===== src/shared/lal_params.svh =====
`ifndef LAL_PARAMS_SVH
`define LAL_PARAMS_SVH
// Register pointers
`define LAL_ADDR_SRC_CFG 8'h06
`define LAL_ADDR_THRESH 8'h07
// Alert source configuration fields
`define LAL_BIT_SHUNT_OVER 15
`define LAL_BIT_SHUNT_UNDER 14
`define LAL_BIT_BUS_OVER 13
`define LAL_BIT_BUS_UNDER 12
`define LAL_BIT_POWER_OVER 11
`define LAL_BIT_READY 10
`define LAL_BIT_LIMIT_HIT 4
`define LAL_BIT_CONV_DONE 3
`define LAL_BIT_OVERFLOW 2
`define LAL_BIT_POLARITY 1
`define LAL_BIT_LATCH 0
// Writable bits of the source configuration
`define LAL_SRC_CFG_WMASK 16'hfc03
// Reset values
`define LAL_SRC_CFG_RST 16'h0000
`define LAL_THRESH_RST 16'h0000
`endif


===== src/shared/lal_pkg.sv =====
package lal_pkg;
	// Result kind presented with a conversion strobe
	typedef enum logic [1:0] {
		LAL_RES_SHUNT = 2'h0,
		LAL_RES_BUS = 2'h1,
		LAL_RES_POWER = 2'h3
	} lal_result_e;
	// Limit function chosen by priority
	typedef enum logic [2:0] {
		LAL_FN_NONE = 3'h0,
		LAL_FN_SHUNT_OVER = 3'h1,
		LAL_FN_SHUNT_UNDER = 3'h3,
		LAL_FN_BUS_OVER = 3'h2,
		LAL_FN_BUS_UNDER = 3'h6,
		LAL_FN_POWER_OVER = 3'h7
	} lal_func_e;
endpackage : lal_pkg


===== src/logic/lal_limit_compare.sv =====
`timescale 1ns/10ps
`include "lal_params.svh"
module lal_limit_compare
	import lal_pkg::*;
#(
	parameter int W = 16
) (
	// Enables and operands
	input wire logic [15:0] src_cfg,
	input wire logic signed [W-1:0] shunt_value,
	input wire logic signed [W-1:0] bus_value,
	input wire logic signed [W-1:0] power_value,
	input wire logic [W-1:0] threshold,
	// Outcome
	output lal_func_e func,
	output logic hit
);
	// Highest enabled function wins
	always_comb begin
		if (src_cfg[`LAL_BIT_SHUNT_OVER]) begin
			func = LAL_FN_SHUNT_OVER;
		end else if (src_cfg[`LAL_BIT_SHUNT_UNDER]) begin
			func = LAL_FN_SHUNT_UNDER;
		end else if (src_cfg[`LAL_BIT_BUS_OVER]) begin
			func = LAL_FN_BUS_OVER;
		end else if (src_cfg[`LAL_BIT_BUS_UNDER]) begin
			func = LAL_FN_BUS_UNDER;
		end else if (src_cfg[`LAL_BIT_POWER_OVER]) begin
			func = LAL_FN_POWER_OVER;
		end else begin
			func = LAL_FN_NONE;
		end
	end

	// Shunt is signed; bus and power are unsigned codes
	always_comb begin
		unique case (func)
			LAL_FN_SHUNT_OVER: hit = shunt_value > $signed(threshold);
			LAL_FN_SHUNT_UNDER: hit = shunt_value < $signed(threshold);
			LAL_FN_BUS_OVER: hit = $unsigned(bus_value) > threshold;
			LAL_FN_BUS_UNDER: hit = $unsigned(bus_value) < threshold;
			LAL_FN_POWER_OVER: hit = $unsigned(power_value) > threshold;
			default: hit = 1'b0;
		endcase
	end
endmodule : lal_limit_compare


===== src/logic/lal_limit_alert.sv =====
// Functional notes
// - Bus-over enable bit 13: alert when bus result exceeds threshold.
// - Bus-under enable bit 12: alert when bus result is below threshold.
// - Power-over enable bit 11: alert when power result exceeds threshold.
// - Ready-alert enable bit 10: alert whenever conversion-done flag sets.
// - One limit function drives alert; limit-hit flag bit 4 records it.
// - Latch mode: limit-hit flag clears only on source config read.
// - Transparent mode: limit-hit clears after next non-alerting conversion.
// - Conversion-done flag bit 3 sets after conversion, averaging, multiply finish.
// - Single-shot: done clears on active config write or source config read.
// - Math-overflow flag bit 2 sets on arithmetic overflow.
// - Polarity bit 1: 0 active-low default, 1 active-high.
// - Latch bit 0: 0 transparent default, 1 latched, alert and flags.
// - Transparent mode: alert and flags idle once fault disappears.
// - Latch mode: alert and flags hold until source config read.
// - Selected result compared against 16-bit threshold at 07h.
// - Several limit enables: highest bit among 15..11 wins.
// - Shunt-over enable bit 15: alert when shunt result exceeds threshold.
// - Shunt-under enable bit 14: alert when shunt result is below threshold.
`timescale 1ns/10ps
`include "lal_params.svh"
module lal_limit_alert
	import lal_pkg::*;
#(
	parameter int W = 16
) (
	// Clock and reset
	input wire logic ref_clk,
	input wire logic rst_n,
	// Register access from serial front end
	input wire logic [7:0] reg_addr,
	input wire logic reg_wr,
	input wire logic [15:0] reg_wdata,
	input wire logic reg_rd,
	output logic [15:0] reg_rdata,
	// Configuration register events
	input wire logic cfg_wr,
	input wire logic cfg_wr_active,
	input wire logic single_shot,
	// Conversion results
	input wire logic result_valid,
	input wire logic signed [W-1:0] shunt_value,
	input wire logic signed [W-1:0] bus_value,
	input wire logic signed [W-1:0] power_value,
	input wire logic cycle_done,
	input wire logic math_overflow,
	// Open-collector alert pin
	input wire logic alert_in,
	output logic alert_out,
	output logic alert_oe
);
	logic [15:0] enables_q;
	logic polarity_q;
	logic latch_q;
	logic [W-1:0] threshold_q;
	logic limit_hit_q;
	logic conv_done_q;
	logic overflow_q;
	logic alert_act_q;
	logic limit_live_q;
	logic limit_live_d;
	logic hit;
	lal_func_e func;
	logic src_rd;
	logic src_wr;
	logic [15:0] src_cfg;

	assign src_rd = reg_rd && (reg_addr == `LAL_ADDR_SRC_CFG);
	assign src_wr = reg_wr && (reg_addr == `LAL_ADDR_SRC_CFG);
	assign src_cfg = enables_q;

	//////////////////////////////////////////////////////////////////////////////
	// Comparator
	lal_limit_compare #(
		.W(W)
	) u_cmp (
		.src_cfg(src_cfg),
		.shunt_value(shunt_value),
		.bus_value(bus_value),
		.power_value(power_value),
		.threshold(threshold_q),
		.func(func),
		.hit(hit)
	);

	//////////////////////////////////////////////////////////////////////////////
	// Software-written configuration
	always_ff @(posedge ref_clk or negedge rst_n) begin
		if (!rst_n) begin
			enables_q <= `LAL_SRC_CFG_RST;
		end else if (src_wr) begin
			enables_q <= reg_wdata & `LAL_SRC_CFG_WMASK;
		end
	end

	// Polarity and latch bits read out of the enable word
	assign polarity_q = enables_q[`LAL_BIT_POLARITY];
	assign latch_q = enables_q[`LAL_BIT_LATCH];

	// Threshold register
	always_ff @(posedge ref_clk or negedge rst_n) begin
		if (!rst_n) begin
			threshold_q <= W'(`LAL_THRESH_RST);
		end else if (reg_wr && (reg_addr == `LAL_ADDR_THRESH)) begin
			threshold_q <= reg_wdata[W-1:0];
		end
	end

	//////////////////////////////////////////////////////////////////////////////
	// Live limit state; a completed result replaces the held outcome
	always_comb begin
		if (func == LAL_FN_NONE) begin
			limit_live_d = 1'b0;
		end else if (result_valid) begin
			limit_live_d = hit;
		end else begin
			limit_live_d = limit_live_q;
		end
	end

	// Held between results so the transparent alert has a level to follow
	always_ff @(posedge ref_clk or negedge rst_n) begin
		if (!rst_n) begin
			limit_live_q <= 1'b0;
		end else begin
			limit_live_q <= limit_live_d;
		end
	end

	// Limit-hit flag; a new hit beats a clearing read
	always_ff @(posedge ref_clk or negedge rst_n) begin
		if (!rst_n) begin
			limit_hit_q <= 1'b0;
		end else if (result_valid && hit && func != LAL_FN_NONE) begin
			limit_hit_q <= 1'b1;
		end else if (latch_q) begin
			if (src_rd) begin
				limit_hit_q <= 1'b0;
			end
		end else if (result_valid) begin
			limit_hit_q <= 1'b0;
		end
	end

	// Conversion-done flag; set wins over clear
	always_ff @(posedge ref_clk or negedge rst_n) begin
		if (!rst_n) begin
			conv_done_q <= 1'b0;
		end else if (cycle_done) begin
			conv_done_q <= 1'b1;
		end else if (src_rd || (single_shot && cfg_wr && cfg_wr_active)) begin
			conv_done_q <= 1'b0;
		end
	end

	// Overflow flag; transparent follows the math, latched holds to a read
	always_ff @(posedge ref_clk or negedge rst_n) begin
		if (!rst_n) begin
			overflow_q <= 1'b0;
		end else if (math_overflow) begin
			overflow_q <= 1'b1;
		end else if (latch_q ? src_rd : cycle_done) begin
			overflow_q <= 1'b0;
		end
	end

	//////////////////////////////////////////////////////////////////////////////
	// Alert activity; ready alert tracks the done flag
	always_ff @(posedge ref_clk or negedge rst_n) begin
		if (!rst_n) begin
			alert_act_q <= 1'b0;
		end else if ((result_valid && hit && func != LAL_FN_NONE) ||
			(cycle_done && enables_q[`LAL_BIT_READY])) begin
			alert_act_q <= 1'b1;
		end else if (latch_q) begin
			if (src_rd) begin
				alert_act_q <= 1'b0;
			end
		end else begin
			// Transparent: a clean result drops the alert at once, not an edge later
			alert_act_q <= limit_live_d ||
				(conv_done_q && enables_q[`LAL_BIT_READY]);
		end
	end

	// Open collector: drive low when the pin level must be low
	assign alert_out = 1'b0;
	assign alert_oe = polarity_q ? !alert_act_q : alert_act_q;

	//////////////////////////////////////////////////////////////////////////////
	// Read data, registered
	always_ff @(posedge ref_clk or negedge rst_n) begin
		if (!rst_n) begin
			reg_rdata <= 16'h0000;
		end else if (reg_rd) begin
			unique case (reg_addr)
				`LAL_ADDR_SRC_CFG: begin
					reg_rdata <= enables_q;
					reg_rdata[`LAL_BIT_LIMIT_HIT] <= limit_hit_q;
					reg_rdata[`LAL_BIT_CONV_DONE] <= conv_done_q;
					reg_rdata[`LAL_BIT_OVERFLOW] <= overflow_q;
				end
				`LAL_ADDR_THRESH: reg_rdata <= 16'(threshold_q);
				default: reg_rdata <= 16'h0000;
			endcase
		end
	end

	// Pin level readback unused by this block
	logic unused_alert_in;
	assign unused_alert_in = alert_in;
endmodule : lal_limit_alert


===== config.mk =====
export PLATFORM = sky130hd
export DESIGN_NAME = lal_limit_alert
export DESIGN_NICKNAME = d
export VERILOG_FILES = /design/src/shared/lal_pkg.sv /design/src/logic/lal_limit_compare.sv /design/src/logic/lal_limit_alert.sv
export VERILOG_INCLUDE_DIRS = /design/src /design/src/shared
export SDC_FILE = /design/constraint.sdc
export NUM_CORES = 1
export LEC_CHECK = 0
export CAP_MARGIN = 20
export CORE_ASPECT_RATIO = 1.75
export CORE_UTILIZATION = 45
export CTS_CLUSTER_DIAMETER = 100
export CTS_CLUSTER_SIZE = 16
export DETAILED_ROUTE_END_ITERATION = 12
export DONT_BUFFER_PORTS = 1
export SLEW_MARGIN = 20
export SYNTH_ARGS = -nofsm -noshare
export SYNTH_HDL_FRONTEND = slang
export SYNTH_HIERARCHICAL = 1
export SYNTH_SLANG_ARGS = --single-unit

===== constraint.sdc =====
create_clock -name ref_clk -period 2.7 [get_ports ref_clk]
set_input_delay 0.27 -clock ref_clk [delete_from_list [all_inputs] [get_ports ref_clk]]
set_output_delay 0.27 -clock ref_clk [all_outputs]
set_load 0.05 [all_outputs]

# Yosys cells after proc, flatten, opt, wreduce, memory -nomap -nowiden
# Cells that the tools add are included.
# word_totals
register_bits	45
elab_cells	62
# classes
order_cmp	5
eq_ne	9
mux	21
n_reduce_logical	19
# ops
operator	n
> comparator 16 bit	3
< comparator 16 bit	2
case mux 16 bit (2 select lines)	1
== test 8 x 3 -> 1 bit (second input constant)	2
two-way mux 3 bit	5
two-way mux 1 bit	14
logical AND 1 bit	9
== test 3 x 2 -> 1 bit (second input constant)	2
== test 3 bit (second input constant)	2
!= test 3 x 1 -> 1 bit (second input constant)	2
nonzero test 3 bit	2
case mux 1 bit (5 select lines)	1
nonzero test 2 bit	2
== test 3 x 1 -> 1 bit (second input constant)	1
zero test 3 bit	1
logical OR 1 bit	3
AND reduction 2 bit	1
zero test 1 bit	1

# Logic depth before layout (Yosys ltp)
# Gate-level depths: netlist (run 1).
# depth
depth_word	12
mapped_depth	11
mapped_depth_nobuf	11

# Cells and area by module
# The synthesis (run 1) kept the hierarchy.
# by_module_without_submodules
mod	instances	cells_per_inst	area_per_inst_um2	seq_area_each_um2
lal_limit_alert	1	138	1958.1	1126.1
lal_limit_compare	1	156	1192.4	0.0

# Worst setup path before layout (run 1)
# No wires, ideal clock.
# synth_timing
path_type	register to register
startpoint	register threshold_q[14]
endpoint	register alert_act_q
setup_time_ns	0.145
t_arrival_ns	2.379
required_time_ns	2.555
slack_ns	0.176
stages_incl_launch_ff	12
period_less_slack_ns	2.524
cell_sequence	dfrtp_1 -> inv_1 -> ha_1 -> nand4_2 -> or4_4 -> a21o_1 -> a41oi_2 -> or3b_1 -> nand4_1 -> mux2i_1 -> a2bb2oi_1 -> o211ai_1
# synth_via
elab_chain_cells	7
elab_cells_between_ends	15
cone_classes	order compare (5); eq/ne (1); mux (5); reduce/logical (4)
# synth_lines
element	line_no	rtl
start, declared	lal_limit_alert.sv:55	logic [W-1:0] threshold_q;
start signal, assigned	lal_limit_alert.sv:103	threshold_q <= W'(`LAL_THRESH_RST);
start signal, assigned	lal_limit_alert.sv:105	threshold_q <= reg_wdata[W-1:0];
> comparator 16 bit, or another cell as far along	lal_limit_compare.sv:42	LAL_FN_POWER_OVER: hit = $unsigned(power_value) > threshold;
case mux 1 bit (5 select lines) (*)	lal_limit_compare.sv:37	unique case (func)
named net hit	lal_limit_alert.sv:62	logic hit;
two-way mux 1 bit	lal_limit_alert.sv:114	end else if (result_valid) begin
two-way mux 1 bit	lal_limit_alert.sv:112	if (func == LAL_FN_NONE) begin
logical OR 1 bit	lal_limit_alert.sv:181	alert_act_q <= limit_live_d ||
two-way mux 1 bit	lal_limit_alert.sv:175	end else if (latch_q) begin
two-way mux 1 bit	lal_limit_alert.sv:172	end else if ((result_valid && hit && func != LAL_FN_NONE) ||
end signal, assigned	lal_limit_alert.sv:181	
end, declared	lal_limit_alert.sv:59	logic alert_act_q;
# Mark *: on every way through the listed nets, which the timed path passes. The rest lies on a longest branch.
# A chain may end at the register's enable or synchronous reset.

# Worst setup path in the final report (run 1)
# layout_timing
startpoint	register threshold_q[9]
endpoint	register alert_act_q
# The elaborated chain is that of the path after synthesis.

==> summary.md, run 1 <==
| Metric | Value |
|---|---|
| Vias in the first global route | 2552 |
| Num ports | 101 |
| Slew Limit Headroom | 0.6366 |
| Final Non-Filler Cells | 402 |
| Ant. Diodes | 0 |
| Largest net degree at the start of global routing | 46 |
| Width of the die | 65.25 um |
| Initial DRC Count | 57 |
| Vias | 2364 |
| Register area share after synthesis | 0.3574 |
| Max Clock Freq | 375.4 MHz |
| Port Buffers | 0 |
| Synth Area in Compound Gates | 0.1517 |
| Crit Path Class | register to register |
| Post-Syn Area | 3151 um^2 |
| Clock skew | 0.005213 ns |
| Dpl cells | 380 |
| P_leak | 1.683 nW |
| Initial antenna violation count | 0 |
| Layout cells sized above 1 | 0.2358 |
| Setup TNS | 0 ns |
| Routed Antenna Nets | 0 |
| VDD IR-drop max | 0.0003784 V |
| Clk_lat worst skew | 0.28 ns |
| Fin Hold WS | 0.1007 ns |
| Worst-margin pin slew | 0.5446 ns |
| CP max FO | 3 |
| Wire per inst | 19.68 um |
| CTS tree | done |
| # nets final | 449 |
| Worst-path clk slew | 0.06 ns |
| CP Data Arrival Time | 2.80 ns |
| Area Overhead vs Synth | 16.00% |
| Yosys reg bits | 45 |
| Dpl ws | -0.02214 ns |
| Final Hold Vio Count | 0 |
| Most frequent cells in the layout | dfrtp_1, ha_1, buf_4 |
| Die Area | 7353 um^2 |
| Crit start category | register |
| Post-Syn Area per Cell | 10.72 um^2 |
| Fillers | 650 |
| RePlAce Congestion | 0.8721 |
| Cell taking the most area after synthesis | dfrtp_1 |
| CP endpoint kind | register |
| Main synth FF type | dfrtp_1 |
| Tot GR Track Use | 0.2197 |
| Yosys top cell area share | 0.3574 |
| First-pass GRT wire length | 11920 um |
| Top Metal Used | met4 |
| Met2 wire len | 4410 um |
| Reg2Reg Depth | 11 |
| Vias per inst | 5.881 |
| Multiplexer share of the synthesized area | 0.1358 |
| Combinational family with the most area after synthesis | adder cells |
| Final min period | 2.664 ns |
| Post-Synth Simple-Gate Area | 0.1136 |
| RSZ-0062 raised after global routing | yes |
| H-tree levels | 2 |
| Async SR Flop Fraction | 1.000 |
| Most common cell after layout, fill and taps aside | dfrtp_1 |
| Hpwl dp | 6192 um |
| Post-synthesis net count | 425 |
| Pwr dens | 449.4 nW/um^2 |
| GRT Residual Overflow | 0 |
| Hold Crit Class | input pin to register |
| Slew Viols, Final | 0 |
| MaxCap Viol Count | 0 |
| Post-route DRC violation count | 0 |
| Worst Hold Depth | 1 |
| Fin crit share | 0.9865 |
| Post-Synth XOR/XNOR Area | 0.002780 |
| Root buffer cell | clkbuf_16 |
| Core ar. | 6807 um^2 |
| Multi-input gate area | 1977 um^2 |
| Critical path required time | 2.84 ns |
| Met3 wire length | 374 um |
| FF/Latch Area | 1126 um^2 |
| EDFF count, synth | 0 |
| Final setup viols | 0 |
| Cell count after synthesis | 294 |
| Metal-1 WL | 2754 um |
| Clock buffer depth | 2 |
| Status | finished clean |
| 1st-pass router iterations | 4 |
| Initial core utilization | 0.4629 |
| Synth area leaders | dfrtp_1, ha_1, mux2_2 |
| Die H | 112.7 um |
| Synth Area in Adders | 0.1906 |
| PnR worst setup slack | 0.03640 ns |
| Synth unique cells | 50 |
| TritonCTS Buffers | 5 |
| Site row count | 40 |
| Drt total wl | 7911 um |
| Clock Sink Count | 45 |
| Post-layout power | 1.642 mW |
| Synth warnings | 6 |
[cell usage after synthesis, types with 3 or more instances]
cell type  number
a21o_1          4
a21oi_1        19
a32o_1          5
dfrtp_1        45
ha_1           48
inv_1          25
mux2_2         14
mux2_4         10
mux2i_1        12
nand2_1        14
nand3_1         3
nand4_1         9
nor2_1         12
nor2b_1         3
nor3_1          5
nor4_1          3
o211ai_1        5
o21ai_0         9
o2bb2ai_1      11
or3_1           3
[final timing paths]
| kind | startpoint | to | slack, ns |
|---|---|---|---|
| setup / recovery | threshold_q[9] | alert_act_q | 0.04 |
| hold / removal | math_overflow | overflow_q | 0.10 |
| setup reg to reg | threshold_q[9] | alert_act_q | 0.04 |
| hold reg to reg | enables_q[1] | enables_q[1] | 0.56 |
| max in group asynchronous | rst_n | reg_rdata[6] | 2.01 |
| min in group asynchronous | rst_n | reg_rdata[14] | 0.48 |
[per-layer routing]
metal  GRT usage  vias to the layer above
met1      0.2100                     1116
met3     0.04133                       24
met4      0.1420                        0
met5           0                        -
li1            -                     1149
met2      0.4089                       75
[power breakdown]
group / switching (mW) / internal [mW]
sequential: 0.0240 / 0.698
clock: 0.234 / 0.363
combinational: 0.168 / 0.156
total: 0.426 / 1.22
[worst max-delay path: stages (launching register included)]
cell and delay, ns:
dfrtp_1 0.35, inv_1 0.10, ha_4 0.29, nand2_1 0.06
or4_4 0.54, a21o_1 0.19, a41oi_2 0.19, or3b_1 0.14
nand4_1 0.15, mux2i_2 0.25, a2bb2oi_2 0.17, o211ai_1 0.10
[sequential cells by signal (all words and copies together) (netlist names)]
register and count:
limit_hit_q 1, overflow_q 1, reg_rdata 16, enables_q 8, alert_act_q 1, threshold_q 16, conv_done_q 1, limit_live_q 1
[per-stage QoR]
stage	cell area, um^2	utilization
3_5_place_dp	3277	0.4814
3_3_place_gp	3277	0.4814
6_report	3655	0.5369
5_1_grt	3655	0.5369
4_1_cts	3500	0.5142
2_1_floorplan	3151	-
[timing repair]
item / 4_1_cts / 5_1_grt
pin swaps: 1 / 2
resized for setup: 1 / 15
gates cloned: 0 / 0
endpoints found under the hold margin: 45 / 0
setup buffers: 4 / 10
hold buffers: 2 / 0
endpoints found under the setup margin: 1 / 3
[cell type report]
| type | count | area share |
|---|---|---|
| multi-input cells | 216 | 0.5409 |
| flip-flops and latches | 45 | 0.3081 |
| repair buffers | 25 | 0.05751 |
| clock buffers | 7 | 0.03903 |
| well taps | 84 | 0.02876 |
| inverters | 25 | 0.02568 |
[cell families (layout without fill, tap and decap cells)]
logic type / count (synthesis) / after routing
muxes: 36 / 36
other: 1 / 1
DFF: 45 / 45
buffers and inverters: 33 / 57
xor gates and xnor gates: 1 / 1
adders and majority gates: 48 / 48
AOI/OAI and AO/OA: 67 / 67
and+or+nand+nor: 63 / 63
Note: power is estimated with default switching activity, not from simulation.
==> inputs of run 2 (changes only) <==
- CORE_ASPECT_RATIO: 1.75 -> unset
==> summary.md, run 2 (synthesized netlist as in run 1, its figures left out) <==
| Metric | Value |
|---|---|
| TritonCTS Buffers | 5 |
| Vias per inst | 5.719 |
| Fin crit share | 0.9670 |
| Worst-path clk slew | 0.09 ns |
| Wire per inst | 17.73 um |
| Fin util | 0.5477 |
| Die Area | 7339 um^2 |
| Clk_lat worst skew | 0.30 ns |
| CTS tree | done |
| Area Overhead vs Synth | 18.11% |
| First-pass GRT wire length | 11720 um |
| Core ar. | 6794 um^2 |
| Vias | 2385 |
| Crit Path Class | register to register |
| Initial core utilization | 0.4637 |
| Post-route DRC violation count | 0 |
| Initial antenna violation count | 0 |
| Routed Antenna Nets | 0 |
| GRT Residual Overflow | 0 |
| P_leak | 1.694 nW |
| Placed cell areas | 3329 um^2 |
| Final setup viols | 0 |
| Clock buffer depth | 2 |
| RSZ-0062 raised after global routing | yes |
| Crit start category | register |
| Slew Viols, Final | 0 |
| CP max FO | 3 |
| Worst r2r src | threshold_q[9] |
| Clock skew | 0.008062 ns |
| Post-layout power | 1.647 mW |
| Final min period | 2.611 ns |
| Vias in the first global route | 2332 |
| Slew Limit Headroom | 0.6579 |
| HP Start | math_overflow |
| Tot GR Track Use | 0.2071 |
| Biggest regs | reg_rdata x16, threshold_q x16, enables_q x8 |
| Fin Hold WS | 0.08567 ns |
| Port Buffers | 0 |
| CP endpoint kind | register |
| Final Hold Vio Count | 0 |
| Largest net degree at the start of global routing | 46 |
| MaxCap Viol Count | 0 |
| Most frequent cells in the layout | dfrtp_1, ha_1, buf_4 |
| Drt total wl | 7392 um |
| Clock Sink Count | 45 |
| Layout cells sized above 1 | 0.2523 |
| RePlAce Congestion | 0.8058 |
| Post-layout instance area | 3721 um^2 |
| Root buffer cell | clkbuf_8 |
| Worst-margin pin slew | 0.5127 ns |
| Pwr dens | 442.6 nW/um^2 |
| Status | finished clean |
| Critical path required time | 2.87 ns |
| Ant. Diodes | 0 |
| # nets final | 451 |
| Max Clock Freq | 383.0 MHz |
| WHS Endpoint | overflow_q |
| Worst Hold Depth | 1 |
| VDD IR-drop max | 0.0003570 V |
| H-tree levels | 2 |
| R2r endpoint | alert_act_q |
| Reg2Reg Depth | 11 |
| Width of the die | 85.67 um |
| 1st-pass router iterations | 4 |
| Die H | 85.67 um |
| Site row count | 30 |
| Hpwl dp | 5765 um |
| Most common cell after layout, fill and taps aside | dfrtp_1 |
| CP Data Arrival Time | 2.78 ns |
| Initial DRC Count | 96 |
| Setup TNS | 0 ns |
| Num ports | 101 |
| Setup slack, reg-to-reg | 0.09 ns |
| Hold Crit Class | input pin to register |
## run 2: routing by layer
| metal | track usage | wire length [um] |
|---|---|---|
| met1 | 0.2763 | 3361 |
| met2 | 0.3367 | 3512 |
| met3 | 0.05197 | 435 |
| met4 | 0.05455 | 82 |
| met5 | 0 | 0 |
## run 2: where the power goes
group          switching (mW)  leakage, nW  internal, mW
clock network           0.235       0.0681         0.368
logic                   0.163         1.01         0.160
registers              0.0243        0.616         0.697
## run 2: final cells by class
type | count | area, um^2
Clock buffer | 5 | 68.82
Tap cell | 96 | 120.1
Inverter | 25 | 93.84
Fill cell | 603 | 3073
Clock inverter | 3 | 65.06
Sequential cell | 45 | 1126
Timing Repair Buffer | 27 | 232.7
Multi-Input combinational cell | 216 | 2014
## run 2: worst max path at each step
stage / start / to / cells past startpoint
detailed placement: threshold_q[9] / alert_act_q / 11
global placement: threshold_q[9] / alert_act_q / 11
floorplan: threshold_q[14] / alert_act_q / 11
finish: threshold_q[9] / alert_act_q / 11
global route: threshold_q[15] / alert_act_q / 12
CTS: threshold_q[14] / alert_act_q / 11
## run 2: what timing repair did
| action | 4_1_cts | 5_1_grt |
|---|---|---|
| buffers inserted | 6 | 5 |
| pin swaps | 3 | 11 |
| endpoints found under the setup margin | 1 | 3 |
| gates cloned | 0 | 0 |
| resized for setup | 3 | 17 |
| hold endpoints to repair | 45 | 0 |
| hold buffers | 2 | 0 |
## run 2: per-stage QoR
| stage | instances | worst slack (ns) |
|---|---|---|
| after CTS | 413 | 0.002028 |
| after global routing | 417 | -0.1286 |
| final | 417 | 0.08903 |
| after global placement | 397 | 0.04424 |
| after floorplan | 294 | 0.1765 |
| after detailed placement | 397 | -0.02292 |
## run 2: critical path, cell delays in order, from the launching register on
cell and delay (ns):
dfrtp_1 0.37, inv_1 0.11, ha_4 0.29, nand2_1 0.05
or4_4 0.53, a21o_1 0.17, a41oi_2 0.16, or3b_1 0.13
nand4_1 0.15, mux2i_2 0.26, a2bb2oi_2 0.16, o211ai_1 0.10
